[src/pmwd_pkg.sv]
// Shared constants and types for the power mode and watchdog control block
package pmwd_pkg;
   // SFR addresses
   localparam logic [7:0] PMWD_ADDR_PWR_CTRL = 8'h87;
   localparam logic [7:0] PMWD_ADDR_WD_RELOAD = 8'ha6;
   localparam logic [7:0] PMWD_ADDR_WD_KEY = 8'ha7;
   // Power control field positions
   localparam int PMWD_BIT_IDLE = 0;
   localparam int PMWD_BIT_PDOWN = 1;
   localparam int PMWD_BIT_GF0 = 2;
   localparam int PMWD_BIT_GF1 = 3;
   localparam int PMWD_BIT_WDLOAD = 4;
   localparam int PMWD_BIT_SPARE5 = 5;
   localparam int PMWD_BIT_AUXDIS = 6;
   localparam int PMWD_BIT_SPARE7 = 7;
   // Reset values
   localparam logic [7:0] PMWD_PWR_CTRL_RST = 8'h00;
   localparam logic [7:0] PMWD_WD_RELOAD_RST = 8'h00;
   localparam logic [7:0] PMWD_WD_KEY_RST = 8'h00;
   // Key value that parks the watchdog
   localparam logic [7:0] PMWD_WD_KEY_OFF = 8'h55;
   // Watchdog prescale in microcontroller clock cycles
   localparam int PMWD_WD_PRESCALE = 12287;
   localparam logic [7:0] PMWD_WD_CNT_TOP = 8'hff;
   // Auxiliary RAM size in bytes, overlapping the bottom of external data space
   localparam int PMWD_AUX_RAM_BYTES = 512;
   localparam logic [15:0] PMWD_AUX_RAM_LIMIT = 16'h0200;

   // SFR access from the core
   typedef struct packed {
      logic [7:0] addr;
      logic [7:0] wrData;
      logic wr;
      logic rd;
   } pmwd_sfr_req_t;

   // External data move request from the core
   typedef struct packed {
      logic [15:0] addr;
      logic rd;
      logic wr;
   } pmwd_xdata_req_t;

   // Clock enables handed to the clock gating cells
   typedef struct packed {
      logic cpu;
      logic timers;
      logic i2c;
      logic periph;
   } pmwd_clk_en_t;
endpackage

[src/pmwd_prescaler.sv]
// Free divider that pulses once every DIV cycles while running
`timescale 1ns/1ps
`default_nettype none
module pmwd_prescaler
   import pmwd_pkg::*;
#(
   parameter int DIV = PMWD_WD_PRESCALE,
   parameter int W = $clog2(DIV)
) (
   // Clock and reset
   input wire logic sys_clk,
   input wire logic nrst,
   // Control
   input wire logic run,
   input wire logic restart,
   // Tick
   output logic tick
);
   localparam logic [W-1:0] LAST = W'(DIV - 1);

   logic [W-1:0] cnt_q;
   logic [W-1:0] cnt_d;
   wire atLast = (cnt_q == LAST);

   assign cnt_d = (restart || !run || atLast) ? '0 : cnt_q + W'(1);
   assign tick = run && !restart && atLast;

   always_ff @(posedge sys_clk) begin
      if (!nrst) begin
         cnt_q <= '0;
      end else begin
         cnt_q <= cnt_d;
      end
   end
endmodule
`default_nettype wire

[src/pmwd_xdata_route.sv]
// Steers external data moves between auxiliary RAM and external memory
`timescale 1ns/1ps
`default_nettype none
module pmwd_xdata_route
   import pmwd_pkg::*;
(
   // Control
   input wire logic auxRamDisable,
   // Request from the core
   input wire pmwd_xdata_req_t xReq,
   // Selected targets
   output logic auxSel,
   output logic extSel,
   output logic extRdN,
   output logic extWrN
);
   wire access = xReq.rd || xReq.wr;
   wire inAuxWindow = (xReq.addr < PMWD_AUX_RAM_LIMIT);

   // Low window goes to the aux RAM unless disabled
   assign auxSel = access && inAuxWindow && !auxRamDisable;
   // Above the window external memory is always reached
   assign extSel = access && !auxSel;
   // External strobes stay high during aux RAM accesses
   assign extRdN = !(extSel && xReq.rd);
   assign extWrN = !(extSel && xReq.wr);
endmodule
`default_nettype wire

[src/pmwd_top.sv]
// Power mode selection, aux RAM steering and watchdog timer
`timescale 1ns/1ps
`default_nettype none
module pmwd_top
   import pmwd_pkg::*;
#(
   parameter int WD_PRESCALE = PMWD_WD_PRESCALE
) (
   // Clock and reset
   input wire logic sys_clk,
   input wire logic nrst,
   // SFR access
   input wire pmwd_sfr_req_t sfrReq,
   output logic sfrHit,
   output logic [7:0] sfrRdData,
   // Wake sources
   input wire logic intPending,
   // External data moves
   input wire pmwd_xdata_req_t xReq,
   output logic auxSel,
   output logic extSel,
   output logic extRdN,
   output logic extWrN,
   // Address latch enable
   input wire logic aleCore,
   output logic alePin,
   // Clock enables
   output pmwd_clk_en_t clkEn,
   // Mode status
   output logic idleActive,
   output logic pdownActive,
   output logic wakeEvent,
   // Watchdog
   output logic wdEnabled,
   output logic wdResetReq
);
   // Power control register bits
   logic idle_q;
   logic idle_d;
   logic pdown_q;
   logic pdown_d;
   logic gf0_q;
   logic gf0_d;
   logic gf1_q;
   logic gf1_d;
   logic spare5_q;
   logic spare5_d;
   logic spare7_q;
   logic spare7_d;
   logic auxDis_q;
   logic auxDis_d;
   logic wdLoadEn_q;
   logic wdLoadEn_d;
   logic wdEnLatch_q;
   logic wdEnLatch_d;
   // Watchdog registers, wake pulse and address latch enable register
   logic [7:0] wdReload_q;
   logic [7:0] wdReload_d;
   logic [7:0] wdKey_q;
   logic [7:0] wdKey_d;
   logic [7:0] wdCnt_q;
   logic [7:0] wdCnt_d;
   logic wakeEvent_q;
   logic wakeEvent_d;
   logic wdReset_q;
   logic wdReset_d;
   logic alePin_q;
   logic alePin_d;

   // Address decode
   wire selPwr = (sfrReq.addr == PMWD_ADDR_PWR_CTRL);
   wire selReload = (sfrReq.addr == PMWD_ADDR_WD_RELOAD);
   wire selKey = (sfrReq.addr == PMWD_ADDR_WD_KEY);
   wire wrPwr = sfrReq.wr && selPwr;
   wire wrReload = sfrReq.wr && selReload;
   wire wrKey = sfrReq.wr && selKey;
   wire [7:0] wd = sfrReq.wrData;

   assign sfrHit = (sfrReq.rd || sfrReq.wr) && (selPwr || selReload || selKey);

   // Read mux; bit 4 reads back the load enable
   wire [7:0] pwrRead = {spare7_q, auxDis_q, spare5_q, wdLoadEn_q,
                         gf1_q, gf0_q, pdown_q, idle_q};
   assign sfrRdData = !sfrReq.rd ? 8'h00 :
                      selPwr ? pwrRead :
                      selReload ? wdReload_q :
                      selKey ? wdKey_q : 8'h00;

   // Wake: an interrupt that the core reports as enabled and active
   wire wakeIdle = idle_q && intPending;
   wire wakePdown = pdown_q && intPending;
   wire wakeAny = wakeIdle || wakePdown;

   // Mode bits: a wake in the same cycle as a write wins, so the
   // core never gets stuck in a mode it has already been woken from
   assign idle_d = wakeIdle ? 1'b0 :
                   wrPwr ? wd[PMWD_BIT_IDLE] : idle_q;
   assign pdown_d = wakePdown ? 1'b0 :
                    wrPwr ? wd[PMWD_BIT_PDOWN] : pdown_q;

   // Plain storage bits
   assign gf0_d = wrPwr ? wd[PMWD_BIT_GF0] : gf0_q;
   assign gf1_d = wrPwr ? wd[PMWD_BIT_GF1] : gf1_q;
   assign spare5_d = wrPwr ? wd[PMWD_BIT_SPARE5] : spare5_q;
   assign spare7_d = wrPwr ? wd[PMWD_BIT_SPARE7] : spare7_q;
   assign auxDis_d = wrPwr ? wd[PMWD_BIT_AUXDIS] : auxDis_q;

   // Enable latch only sets; reset alone clears it
   assign wdEnLatch_d = wdEnLatch_q || (wrPwr && wd[PMWD_BIT_WDLOAD]);

   // Load enable is consumed by a reload write
   wire reloadTaken = wrReload && wdLoadEn_q;
   assign wdLoadEn_d = reloadTaken ? 1'b0 :
                       wrPwr ? wd[PMWD_BIT_WDLOAD] : wdLoadEn_q;

   // Reload register only accepts writes while load is enabled
   assign wdReload_d = reloadTaken ? wd : wdReload_q;

   // Key register keeps any value
   assign wdKey_d = wrKey ? wd : wdKey_q;

   // Watchdog runs when latched on and the key is not the park value
   wire wdRun = wdEnLatch_q && (wdKey_q != PMWD_WD_KEY_OFF);
   // The watchdog clock stops with the rest in power-down
   wire wdClocked = wdRun && !pdown_q;

   logic preTick;

   // Prescaler restarts on each reload so a full interval follows it
   pmwd_prescaler #(
      .DIV(WD_PRESCALE)
   ) u_prescaler (
      .sys_clk(sys_clk),
      .nrst(nrst),
      .run(wdClocked),
      .restart(reloadTaken),
      .tick(preTick)
   );

   wire wdOverflow = preTick && (wdCnt_q == PMWD_WD_CNT_TOP);

   // Counter idles at the reload value, climbs from it, and needs
   // 256 minus reload steps to pass 255
   assign wdCnt_d = (reloadTaken || !wdRun || wdOverflow) ? wdReload_d :
                    preTick ? wdCnt_q + 8'h01 : wdCnt_q;

   // Missed reload gives a one-cycle reset request
   assign wdReset_d = wdOverflow;

   // One-cycle pulse when a mode is left by an interrupt
   assign wakeEvent_d = wakeAny;

   // Address latch enable is held low in power-down
   assign alePin_d = aleCore && !pdown_d;

   // One short process per register keeps each reset value beside its state
   always_ff @(posedge sys_clk) begin
      if (!nrst) begin
         idle_q <= PMWD_PWR_CTRL_RST[PMWD_BIT_IDLE];
      end else begin
         idle_q <= idle_d;
      end
   end

   always_ff @(posedge sys_clk) begin
      if (!nrst) begin
         pdown_q <= PMWD_PWR_CTRL_RST[PMWD_BIT_PDOWN];
      end else begin
         pdown_q <= pdown_d;
      end
   end

   always_ff @(posedge sys_clk) begin
      if (!nrst) begin
         gf0_q <= PMWD_PWR_CTRL_RST[PMWD_BIT_GF0];
      end else begin
         gf0_q <= gf0_d;
      end
   end

   always_ff @(posedge sys_clk) begin
      if (!nrst) begin
         gf1_q <= PMWD_PWR_CTRL_RST[PMWD_BIT_GF1];
      end else begin
         gf1_q <= gf1_d;
      end
   end

   always_ff @(posedge sys_clk) begin
      if (!nrst) begin
         spare5_q <= PMWD_PWR_CTRL_RST[PMWD_BIT_SPARE5];
      end else begin
         spare5_q <= spare5_d;
      end
   end

   always_ff @(posedge sys_clk) begin
      if (!nrst) begin
         spare7_q <= PMWD_PWR_CTRL_RST[PMWD_BIT_SPARE7];
      end else begin
         spare7_q <= spare7_d;
      end
   end

   always_ff @(posedge sys_clk) begin
      if (!nrst) begin
         auxDis_q <= PMWD_PWR_CTRL_RST[PMWD_BIT_AUXDIS];
      end else begin
         auxDis_q <= auxDis_d;
      end
   end

   always_ff @(posedge sys_clk) begin
      if (!nrst) begin
         wdLoadEn_q <= PMWD_PWR_CTRL_RST[PMWD_BIT_WDLOAD];
      end else begin
         wdLoadEn_q <= wdLoadEn_d;
      end
   end

   // Only reset clears the latch
   always_ff @(posedge sys_clk) begin
      if (!nrst) begin
         wdEnLatch_q <= 1'b0;
      end else begin
         wdEnLatch_q <= wdEnLatch_d;
      end
   end

   always_ff @(posedge sys_clk) begin
      if (!nrst) begin
         wdReload_q <= PMWD_WD_RELOAD_RST;
      end else begin
         wdReload_q <= wdReload_d;
      end
   end

   always_ff @(posedge sys_clk) begin
      if (!nrst) begin
         wdKey_q <= PMWD_WD_KEY_RST;
      end else begin
         wdKey_q <= wdKey_d;
      end
   end

   always_ff @(posedge sys_clk) begin
      if (!nrst) begin
         wdCnt_q <= PMWD_WD_RELOAD_RST;
      end else begin
         wdCnt_q <= wdCnt_d;
      end
   end

   always_ff @(posedge sys_clk) begin
      if (!nrst) begin
         wdReset_q <= 1'b0;
      end else begin
         wdReset_q <= wdReset_d;
      end
   end

   always_ff @(posedge sys_clk) begin
      if (!nrst) begin
         wakeEvent_q <= 1'b0;
      end else begin
         wakeEvent_q <= wakeEvent_d;
      end
   end

   always_ff @(posedge sys_clk) begin
      if (!nrst) begin
         alePin_q <= 1'b0;
      end else begin
         alePin_q <= alePin_d;
      end
   end

   // Clock gating: state is kept simply by not clocking it, nothing
   // here is cleared on entry
   assign clkEn.cpu = !idle_q && !pdown_q;
   assign clkEn.timers = !pdown_q;
   assign clkEn.i2c = !pdown_q;
   assign clkEn.periph = !pdown_q && !idle_q;

   pmwd_xdata_route u_route (
      .auxRamDisable(auxDis_q),
      .xReq(xReq),
      .auxSel(auxSel),
      .extSel(extSel),
      .extRdN(extRdN),
      .extWrN(extWrN)
   );

   assign idleActive = idle_q;
   assign pdownActive = pdown_q;
   assign wakeEvent = wakeEvent_q;
   assign wdEnabled = wdRun;
   assign wdResetReq = wdReset_q;
   assign alePin = alePin_q;
endmodule
`default_nettype wire

[config.mk]
export PLATFORM = sky130hd
export DESIGN_NAME = pmwd_top
export DESIGN_NICKNAME = d
export VERILOG_FILES = /design/src/pmwd_pkg.sv /design/src/pmwd_prescaler.sv /design/src/pmwd_xdata_route.sv /design/src/pmwd_top.sv
export SDC_FILE = /design/constraint.sdc
export NUM_CORES = 1
export LEC_CHECK = 0
export ABC_CLOCK_PERIOD_IN_PS = 2100
export BUFFER_PORTS_ARGS = -buffer_cell sky130_fd_sc_hd__buf_2
export CORE_UTILIZATION = 45
export DETAILED_ROUTE_END_ITERATION = 8
export PLACE_DENSITY = 0.8
export SLEW_MARGIN = 10
export SYNTH_ARGS = -nofsm -noshare
export SYNTH_HDL_FRONTEND = slang
export SYNTH_SLANG_ARGS = --single-unit
[constraint.sdc]
create_clock -name sys_clk -period 2.1 [get_ports sys_clk]
set_input_delay 0.105 -clock sys_clk [delete_from_list [all_inputs] [get_ports sys_clk]]
set_output_delay 0.105 -clock sys_clk [all_outputs]
set_load 0.005 [all_outputs]
## After elaboration in Yosys (flattened, before gate mapping)

Index checks and enable logic that the tools add are counted.

| word-level totals | value |
|---|---|
| word-level logic and storage cells | 79 |
| input port bits | 40 |
| output and inout port bits | 23 |
| register bits | 50 |

| cells by class | value |
|---|---|
| $lt $le $gt $ge | 1 |
| bitwise gates (word level) | 1 |
| mux-type cells | 9 |
| reduce and logical (&&, ||, !) cells | 44 |
| eq/ne operators | 6 |
| add/subtract/negate cells | 2 |

Operators with widths:

| cell | count |
|---|---|
| $mux W8 | 7 |
| $eq A8 B8 Y1 const B | 4 |
| $logic_and A1 B1 Y1 | 20 |
| $lt A16 B10 Y1 const B | 1 |
| $add A14 B1 Y14 const B | 1 |
| $eq A14 B14 Y1 const B | 1 |
| $logic_not A1 Y1 | 10 |
| $logic_or A1 B1 Y1 | 10 |
| $add A8 B1 Y8 const B | 1 |
| $ne A8 B7 Y1 const B | 1 |
| $reduce_or A2 Y1 | 3 |
| $mux W1 | 2 |
| $reduce_bool A2 Y1 | 1 |
| $not A1 Y1 | 1 |

## Longest topological paths before layout

Gate-level depths: netlist (run 1).

| depth | value |
|---|---|
| depth after elaboration | 9 |
| depth in mapped cells | 8 |
| depth with buffers taken out | 7 |

## Cells and area by module

From an unflattened synthesis (run 1), not the netlist that was laid out.

| second synthesis, totals | value |
|---|---|
| cells, all modules | 304 |
| area, all modules | 2617.5 µm² |

Modules (own cells, without submodules):

| module | area an instance (µm²) | times used | seq. area each (µm²) | cells an instance |
|---|---|---|---|---|
| pmwd_top | 1911.8 | 1 | 720.7 | 228 |
| pmwd_prescaler | 650.6 | 1 | 280.3 | 69 |
| pmwd_xdata_route | 55.1 | 1 | 0.0 | 7 |

## Worst setup path before layout (run 1)

No wires, ideal clock.

| timing path | value |
|---|---|
| path type | register to register |
| from | reg u_prescaler.cnt_q[0] |
| to | reg wdCnt_q[6] |
| setup time | 0.115 ns |
| buffers on the path | 0 |
| data required time | 1.985 ns |
| clock period less this slack | 1.750 ns |
| path slack | 0.350 ns |
| cell stages (with the launch flop) | 8 |
| arrival | 1.635 ns |
| cell sequence | dfxtp_1 > inv_1 > ha_1 > and4_1 > and4_1 > a2111oi_0 > a311oi_1 > o21a_1 |

| between the ends | value |
|---|---|
| longest elaborated chain between the ends | 5 |
| elaborated cells on any way between the ends | 6 |
| classes of those cells | eq/ne (1); mux (1); reduce/logical (4) |

Ends and longest elaborated chain:

| item | RTL line | text |
|---|---|---|
| from (decl) | pmwd_prescaler.sv:21 | `logic [W-1:0] cnt_q;` |
| from (signal assigned) | pmwd_prescaler.sv:32 | `cnt_q <= cnt_d;` |
| $eq A14 B14 Y1 (*) | pmwd_prescaler.sv:23 | `wire atLast = (cnt_q == LAST);` |
| $logic_and A1 B1 Y1 (*) | pmwd_prescaler.sv:26 | `assign tick = run && !restart && atLast;` |
| $logic_and A1 B1 Y1 | pmwd_top.sv:140 | `wire wdOverflow = preTick && (wdCnt_q == PMWD_WD_CNT_TOP);` |
| $logic_or A1 B1 Y1 | pmwd_top.sv:144 | `assign wdCnt_d = (reloadTaken \|\| !wdRun \|\| wdOverflow) ? wdReload_d :` |
| $mux W8 or $reduce_bool A2 Y1 (tied branches) | - |  |
| to (signal assigned) | pmwd_top.sv:250 | `wdCnt_q <= wdCnt_d;` |
| to (decl) | pmwd_top.sv:61 | `logic [7:0] wdCnt_q;` |

Mark *: on every way between the ends. The rest lies on a longest branch, timed or not.
A chain may end at the register's enable or synchronous reset.

## Worst setup path after layout (run 1)

| timing path | value |
|---|---|
| from | reg wdCnt_q[0] |
| to | reg wdCnt_q[0] |

| between the ends | value |
|---|---|
| longest elaborated chain between the ends | 4 |
| elaborated cells on any way between the ends | 7 |
| classes of those cells | add/sub (1); eq/ne (1); mux (2); reduce/logical (3) |

Ends and longest elaborated chain:

| item |
|---|
| parallel branches: the longest is 4 deep, another holds $add A8 B1 Y8 |

Parallel ways; which one is timed is not known. The select of a mux whose other input is x is not followed.

==> impl_metrics.py, run 1 <==
metrics = {
    "status": {
        "status": "finished clean",
    },
    "setup_path": {
        "path_delay_family": "simple AND/OR/NAND/NOR gates",
        "slowest_stage": "or3_1",
        "critPathMaxStageDelay_ns": 0.42,
        "path_class": "reg -> reg",
        "worstPathCellList": "ha_1 > nand3_2 > or3_1 > o21ai_1 > nand3_1 > a31oi_1",
        "startpoint_type": "flop",
        "critical_path_arrival_ns": 2.14,
        "worstPathMaxFanout": 6,
        "end_kind": "flop",
        "path_buf_inv": 0,
        "critPathRequiredTime_ns": 2.32,
    },
    "layout": {
        "stdcell_area_um2": 2990,
        "multi_input_area_um2": 1450,
        "register_area_um2": 1000,
        "antenna_cells": 0,
        "nets": 408,
        "area_growth_pct": 16.9,
        "post-route-util": 0.543,
        "fillers": 533,
        "drive_above_1_share": 0.240,
    },
    "timing": {
        "tns_ns": 0,
        "drv_slew": 0,
        "fin_worst_skew_ns": 0.00752,
        "finalCritPeriodShare": 0.914,
        "rsz0062_at_grt": "no",
        "fmax_mhz": 521,
        "worst_pin_slew_ns": 0.927,
        "setup_violations": 0,
        "hold_viol": 0,
        "hold_ws_ns": 0.00324,
        "finalCriticalPeriod_ns": 1.92,
        "relSlewSlack": 0.381,
    },
    "global_route": {
        "gr-total-overflow": 0,
        "antenna_found_initial": 0,
        "track_usage": 0.230,
        "grt_first_pass_wirelength_um": 10900,
        "grt_max_degree": 18,
        "grt_pass1_vias": 2364,
    },
    "floorplan": {
        "ios": 63,
        "initial_core_util": 0.465,
        "dieArea_um2": 5990,
        "fp-row-count": 27,
        "die_y_um": 77.4,
        "placeableCoreArea_um2": 5510,
        "dieWidth_um": 77.4,
    },
    "synth": {
        "synth_edf_count": 0,
        "synth_seq_cells": 50,
        "synth_simple_gate_area_share": 0.304,
        "synthArstFlopShare": 0,
        "synth_cell_types": 58,
        "synthFlopType": "dfxtp_1",
        "synthAdderAreaFrac": 0.0147,
        "yosys-mux-area-fraction": 0.0249,
        "synth-compound-area-share": 0.180,
        "yosys_warnings": 0,
        "ys_seq_area_frac": 0.391,
        "syn_avg_cell_area_um2": 8.23,
        "synth_top_family_by_area": "simple AND/OR/NAND/NOR gates",
        "netlist_area_um2": 2560,
        "syn-instance-count": 311,
        "syn_nets": 354,
        "synth-xor-area-share": 0.0411,
    },
    "power": {
        "power_density_nw_per_um2": 538,
        "cellLeakagePower_nw": 1.10,
        "ir_worst_vdd_mv": 0.459,
    },
    "placed_design": {
        "dp_hpwl_um": 4840,
        "dpl-instance-area_um2": 2900,
        "port_buffers": 53,
        "place_congestion": 0.911,
    },
    "routing": {
        "drc": 0,
        "vias": 2569,
        "routedWlPerCell_um": 15.1,
        "via_per_inst": 5.87,
        "drt_iter0_drc": 252,
        "drt-pass1-iter-count": 5,
        "wl_um": 6620,
        "ant_nets": 0,
    },
    "clock_network": {
        "clock_sinks": 50,
        "clk_pin_slew_worst_paths_ns": 0.09,
        "root_buffer": "clkbuf_8",
        "cts.path.max_buffers": 2,
        "tritoncts.num_buffers": 5,
        "ctsHoldBuffers": 0,
        "clk_latency_ns": 0.31,
        "cts_tree": "yes",
        "htreeDepth": 2,
    },
    "run": {
        "drv_cap": 0,
    },
    "min_path": {
        "holdCritPathClass": "in -> reg",
    },
}
## final cells by class
cell class / instances / share of cell area
clock buffers: 7 / 0.0289
multi-input cells: 238 / 0.483
clock inverters: 1 / 0.00167
inverters: 8 / 0.0100
well taps: 72 / 0.0301
flip-flops and latches: 50 / 0.335
repair buffers: 62 / 0.111
## state kept, by name, summed over array words and instances (netlist names), 8 cells and up
signal,cells
wdKey_q,8
u_prescaler.cnt_q,14
wdReload_q,8
wdCnt_q,8
## power breakdown
part           leakage [nW]  switching, mW  total [mW]  internal (mW)
sequential            0.403       0.000782       0.949          0.949
clock                0.0482          0.312       0.578          0.266
combinational         0.644         0.0483      0.0836         0.0353
total                  1.10          0.361        1.61           1.25
## cells in the final DEF (no fill, tap or decap), types with 2 or more instances in the layout
| master | synthesis | final |
|---|---|---|
| a31o_2 | 2 | 2 |
| nor2b_1 | 9 | 9 |
| buf_2 | 6 | 53 |
| nor3_1 | 5 | 5 |
| nor2_1 | 31 | 31 |
| o21ai_0 | 4 | 4 |
| dfxtp_1 | 50 | 49 |
| nor4_1 | 2 | 2 |
| nand4bb_1 | 2 | 2 |
| ha_1 | 3 | 3 |
| nand4_1 | 5 | 5 |
| a32oi_1 | 2 | 2 |
| and3_1 | 5 | 5 |
| o21bai_1 | 2 | 2 |
| a222oi_1 | 8 | 8 |
| o2111ai_1 | 2 | 2 |
| xnor2_1 | 6 | 6 |
| nand2_1 | 43 | 43 |
| mux2_2 | 3 | 3 |
| and2_1 | 7 | 7 |
| buf_4 | 3 | 9 |
| xor2_1 | 6 | 6 |
| o21a_1 | 2 | 2 |
| inv_1 | 7 | 7 |
| or3_1 | 2 | 2 |
| o22ai_1 | 3 | 3 |
| mux2i_1 | 3 | 3 |
| clkbuf_8 | 0 | 6 |
| nand3_1 | 24 | 24 |
| and4_1 | 5 | 5 |
| a21oi_1 | 28 | 28 |
## cell families (layout without fill, tap and decap cells)
logic type	after synthesis	after routing
mux	6	6
simple gates	151	151
flops	50	50
fa+ha+maj	3	3
buf+inv	23	78
compound gates	66	66
xor+xnor	12	12
## synth_stat cells (all sizes together), types with 2 or more instances
master,count,share of area
a31o,2,0.0068
nand2,44,0.066
ha,3,0.015
o21ai,6,0.013
o2111ai,2,0.0068
and2,8,0.021
buf,11,0.026
nor3,6,0.014
inv,8,0.012
a211oi,2,0.011
o21bai,2,0.0059
or3,2,0.0049
nand4bb,2,0.0088
o22ai,3,0.0073
nand3,25,0.051
nor2b,9,0.022
and3,5,0.012
a32oi,2,0.0068
a21oi,28,0.055
a222oi,8,0.031
nor2,32,0.048
and4,6,0.022
xor2,6,0.021
o21a,2,0.0059
nor4,2,0.0049
mux2,3,0.013
mux2i,3,0.012
dfxtp,50,0.39
clkbuf,4,0.0059
nand4,6,0.017
xnor2,6,0.021
## layer usage
layer / part of all wire / track usage / vias to the layer above / wire length (um)
li1: - / - / 1226 / -
met1: 0.45 / 0.297 / 1239 / 2960
met2: 0.48 / 0.376 / 91 / 3180
met3: 0.052 / 0.0447 / 13 / 341
met4: 0.020 / 0.0887 / 0 / 135
met5: 0 / 0 / - / 0
## path summary, 6_finish.rpt
| kind | start | to | slack [ns] | depth (start not counted) |
|---|---|---|---|---|
| setup reg to reg | wdCnt_q[0]$_SDFFE_PN0P_ | wdCnt_q[0]$_SDFFE_PN0P_ | 0.18 | 6 |
| hold reg to reg | u_prescaler.cnt_q[0]$_SDFF_PP0_ | u_prescaler.cnt_q[0]$_SDFF_PP0_ | 0.45 | 1 |
| setup / recovery | wdCnt_q[0]$_SDFFE_PN0P_ | wdCnt_q[0]$_SDFFE_PN0P_ | 0.18 | 6 |
| hold / removal | intPending | idleActive$_SDFFE_PP0P_ | 0.003 | 2 |
## what timing repair did
action                                 4_1_cts  5_1_grt
setup buffers                                0        0
setup endpoints to repair                    0        1
endpoints found under the hold margin        0        0
resized for setup                            0        1
## per-stage QoR
stage / power (mW) / std cells / setup WS [ns]
floorplan: 1.00 / 311 / 0.350
global placement: 1.05 / 430 / 0.254
detailed placement: 1.05 / 430 / 0.189
CTS: 1.62 / 438 / 0.175
global route: 1.67 / 438 / 0.00999
finish: 1.61 / 438 / 0.180
No activity file was read; power rests on OpenSTA's default activity.
==> inputs of run 2 (changes only) <==
ABC_CLOCK_PERIOD_IN_PS = unset   (was 2100)
SETUP_SLACK_MARGIN = 0.2   (was unset)
==> impl_metrics.py, run 2 (synthesis gave the netlist of run 1 again) <==
metrics = {
    "status": {
        "status": "finished clean",
    },
    "setup_path": {
        "worstPathCellList": "ha_1 > and4_4 > nand4_2 > and2_1 > o21ai_0 > a31oi_1",
        "critPathRequiredTime_ns": 2.28,
        "path_class": "reg -> reg",
        "end_kind": "flop",
        "reg2reg_depth": 6,
        "rrSetupSlack_ns": 0.24,
        "rr_endpoint": "wdCnt_q[0]$_SDFFE_PN0P_",
        "startpoint_type": "flop",
        "critPathMaxStageDelay_ns": 0.39,
        "worstPathMaxFanout": 10,
        "slowest_stage": "dfxtp_1",
        "timing.rr.start": "u_prescaler.cnt_q[1]$_SDFF_PP0_",
        "critical_path_arrival_ns": 2.04,
    },
    "power": {
        "cellLeakagePower_nw": 1.13,
        "ir_worst_vdd_mv": 0.459,
        "finalPower_mw": 1.61,
        "power_density_nw_per_um2": 525,
    },
    "routing": {
        "wl_um": 6830,
        "drt_iter0_drc": 290,
        "vias": 2575,
        "via_per_inst": 5.84,
        "routedWlPerCell_um": 15.5,
        "ant_nets": 0,
        "drc": 0,
        "drt-pass1-iter-count": 6,
    },
    "timing": {
        "relSlewSlack": 0.587,
        "fin_worst_skew_ns": 0.00556,
        "fmax_mhz": 537,
        "worst_pin_slew_ns": 0.617,
        "finalCriticalPeriod_ns": 1.86,
        "rsz0062_at_grt": "yes",
        "drv_slew": 0,
        "finalCritPeriodShare": 0.886,
        "tns_ns": 0,
        "hold_viol": 0,
        "hold_ws_ns": 0.00551,
        "setup_violations": 0,
    },
    "min_path": {
        "holdCritPathClass": "in -> reg",
        "worstHoldStart": "intPending",
        "whs_path_depth": 2,
        "min_to": "idleActive$_SDFFE_PP0P_",
    },
    "layout": {
        "stdcell_area_um2": 3070,
        "final_common_cell": "buf_2",
        "antenna_cells": 0,
        "drive_above_1_share": 0.263,
        "area_growth_pct": 20.0,
        "final_cell_mix": "buf_2, dfxtp_1, nand2_1",
        "nets": 411,
        "top_register": "u_prescaler.cnt_q",
        "largest_register_ffs": 14,
    },
    "clock_network": {
        "ctsHoldBuffers": 0,
        "htreeDepth": 2,
        "clk_latency_ns": 0.30,
        "clock_sinks": 50,
        "tritoncts.num_buffers": 5,
        "clk_pin_slew_worst_paths_ns": 0.09,
        "root_buffer": "clkbuf_8",
        "cts_tree": "yes",
        "cts.path.max_buffers": 2,
    },
    "floorplan": {
        "dieArea_um2": 5990,
        "placeableCoreArea_um2": 5510,
        "initial_core_util": 0.465,
        "ios": 63,
        "dieWidth_um": 77.4,
        "die_y_um": 77.4,
        "fp-row-count": 27,
    },
    "placed_design": {
        "port_buffers": 53,
        "dp_hpwl_um": 4840,
        "dpl-instance-area_um2": 2900,
        "place_congestion": 0.911,
    },
    "global_route": {
        "grt_pass1_vias": 2363,
        "grt_max_degree": 18,
        "gr-total-overflow": 0,
        "grt_first_pass_wirelength_um": 10900,
        "antenna_found_initial": 0,
        "track_usage": 0.229,
    },
    "run": {
        "drv_cap": 0,
    },
}
[run 2: changes by cell type in the layout (fill, tap and decap cells not counted), sizes merged]
cell  delta
buf      +3
[run 2: where the power goes]
part | leakage, nW | internal (mW) | total, mW | switching [mW]
Combinational | 0.677 | 0.0353 | 0.0843 | 0.0490
Clock | 0.0482 | 0.266 | 0.578 | 0.312
Sequential | 0.404 | 0.947 | 0.948 | 0.000775
Total | 1.13 | 1.25 | 1.61 | 0.361
[run 2: worst max-delay path by stage]
stage	from	endpoint	slack [ns]	cells past startpoint
5_1_grt	u_prescaler.cnt_q[1]$_SDFF_PP0_	wdCnt_q[0]$_SDFFE_PN0P_	0.14	6
2_1_floorplan	u_prescaler.cnt_q[0]$_SDFF_PP0_	wdCnt_q[6]$_SDFFE_PN0P_	0.35	7
6_report	u_prescaler.cnt_q[1]$_SDFF_PP0_	wdCnt_q[0]$_SDFFE_PN0P_	0.24	6
3_3_place_gp	u_prescaler.cnt_q[6]$_SDFF_PP0_	u_prescaler.cnt_q[13]$_SDFF_PP0_	0.25	4
3_5_place_dp	u_prescaler.cnt_q[0]$_SDFF_PP0_	wdCnt_q[3]$_SDFFE_PN0P_	0.19	7
4_1_cts	u_prescaler.cnt_q[0]$_SDFF_PP0_	wdCnt_q[1]$_SDFFE_PN0P_	0.20	7
[run 2: per-stage QoR]
stage,util,worst slack [ns],std cells
after global placement,0.526,0.254,430
after detailed placement,0.526,0.189,430
after global routing,0.557,0.142,441
after floorplan,-,0.350,311
final,0.557,0.239,441
after CTS,0.544,0.201,438
[run 2: layer usage]
layer / GRT usage / share of wire
met5: 0 / 0
met4: 0.0887 / 0.023
met3: 0.0447 / 0.059
met2: 0.378 / 0.48
met1: 0.295 / 0.43
[run 2: critical path, delay by kind of cell (launching register included)]
kind                       cells  cell delay (ns)
adders and majority gates      1             0.20
DFF                            1             0.39
AOI/OAI and AO/OA              2             0.33
and+or+nand+nor                3             0.81
[run 2: timing repair]
action,4_1_cts,5_1_grt
resized for setup,2,11
buffers inserted,0,3
pin swaps,1,4
endpoints found under the setup margin,3,22
[run 2: area by class of cell]
| class | instances | area [um^2] |
|---|---|---|
| inverter | 8 | 30.0 |
| sequential | 50 | 1000 |
| fill | 528 | 2440 |
| tap | 72 | 90.1 |
| clock inverter | 1 | 5.00 |
| timing repair buffer | 65 | 355 |
| multi-input combinational | 238 | 1500 |
| clock buffer | 7 | 86.3 |
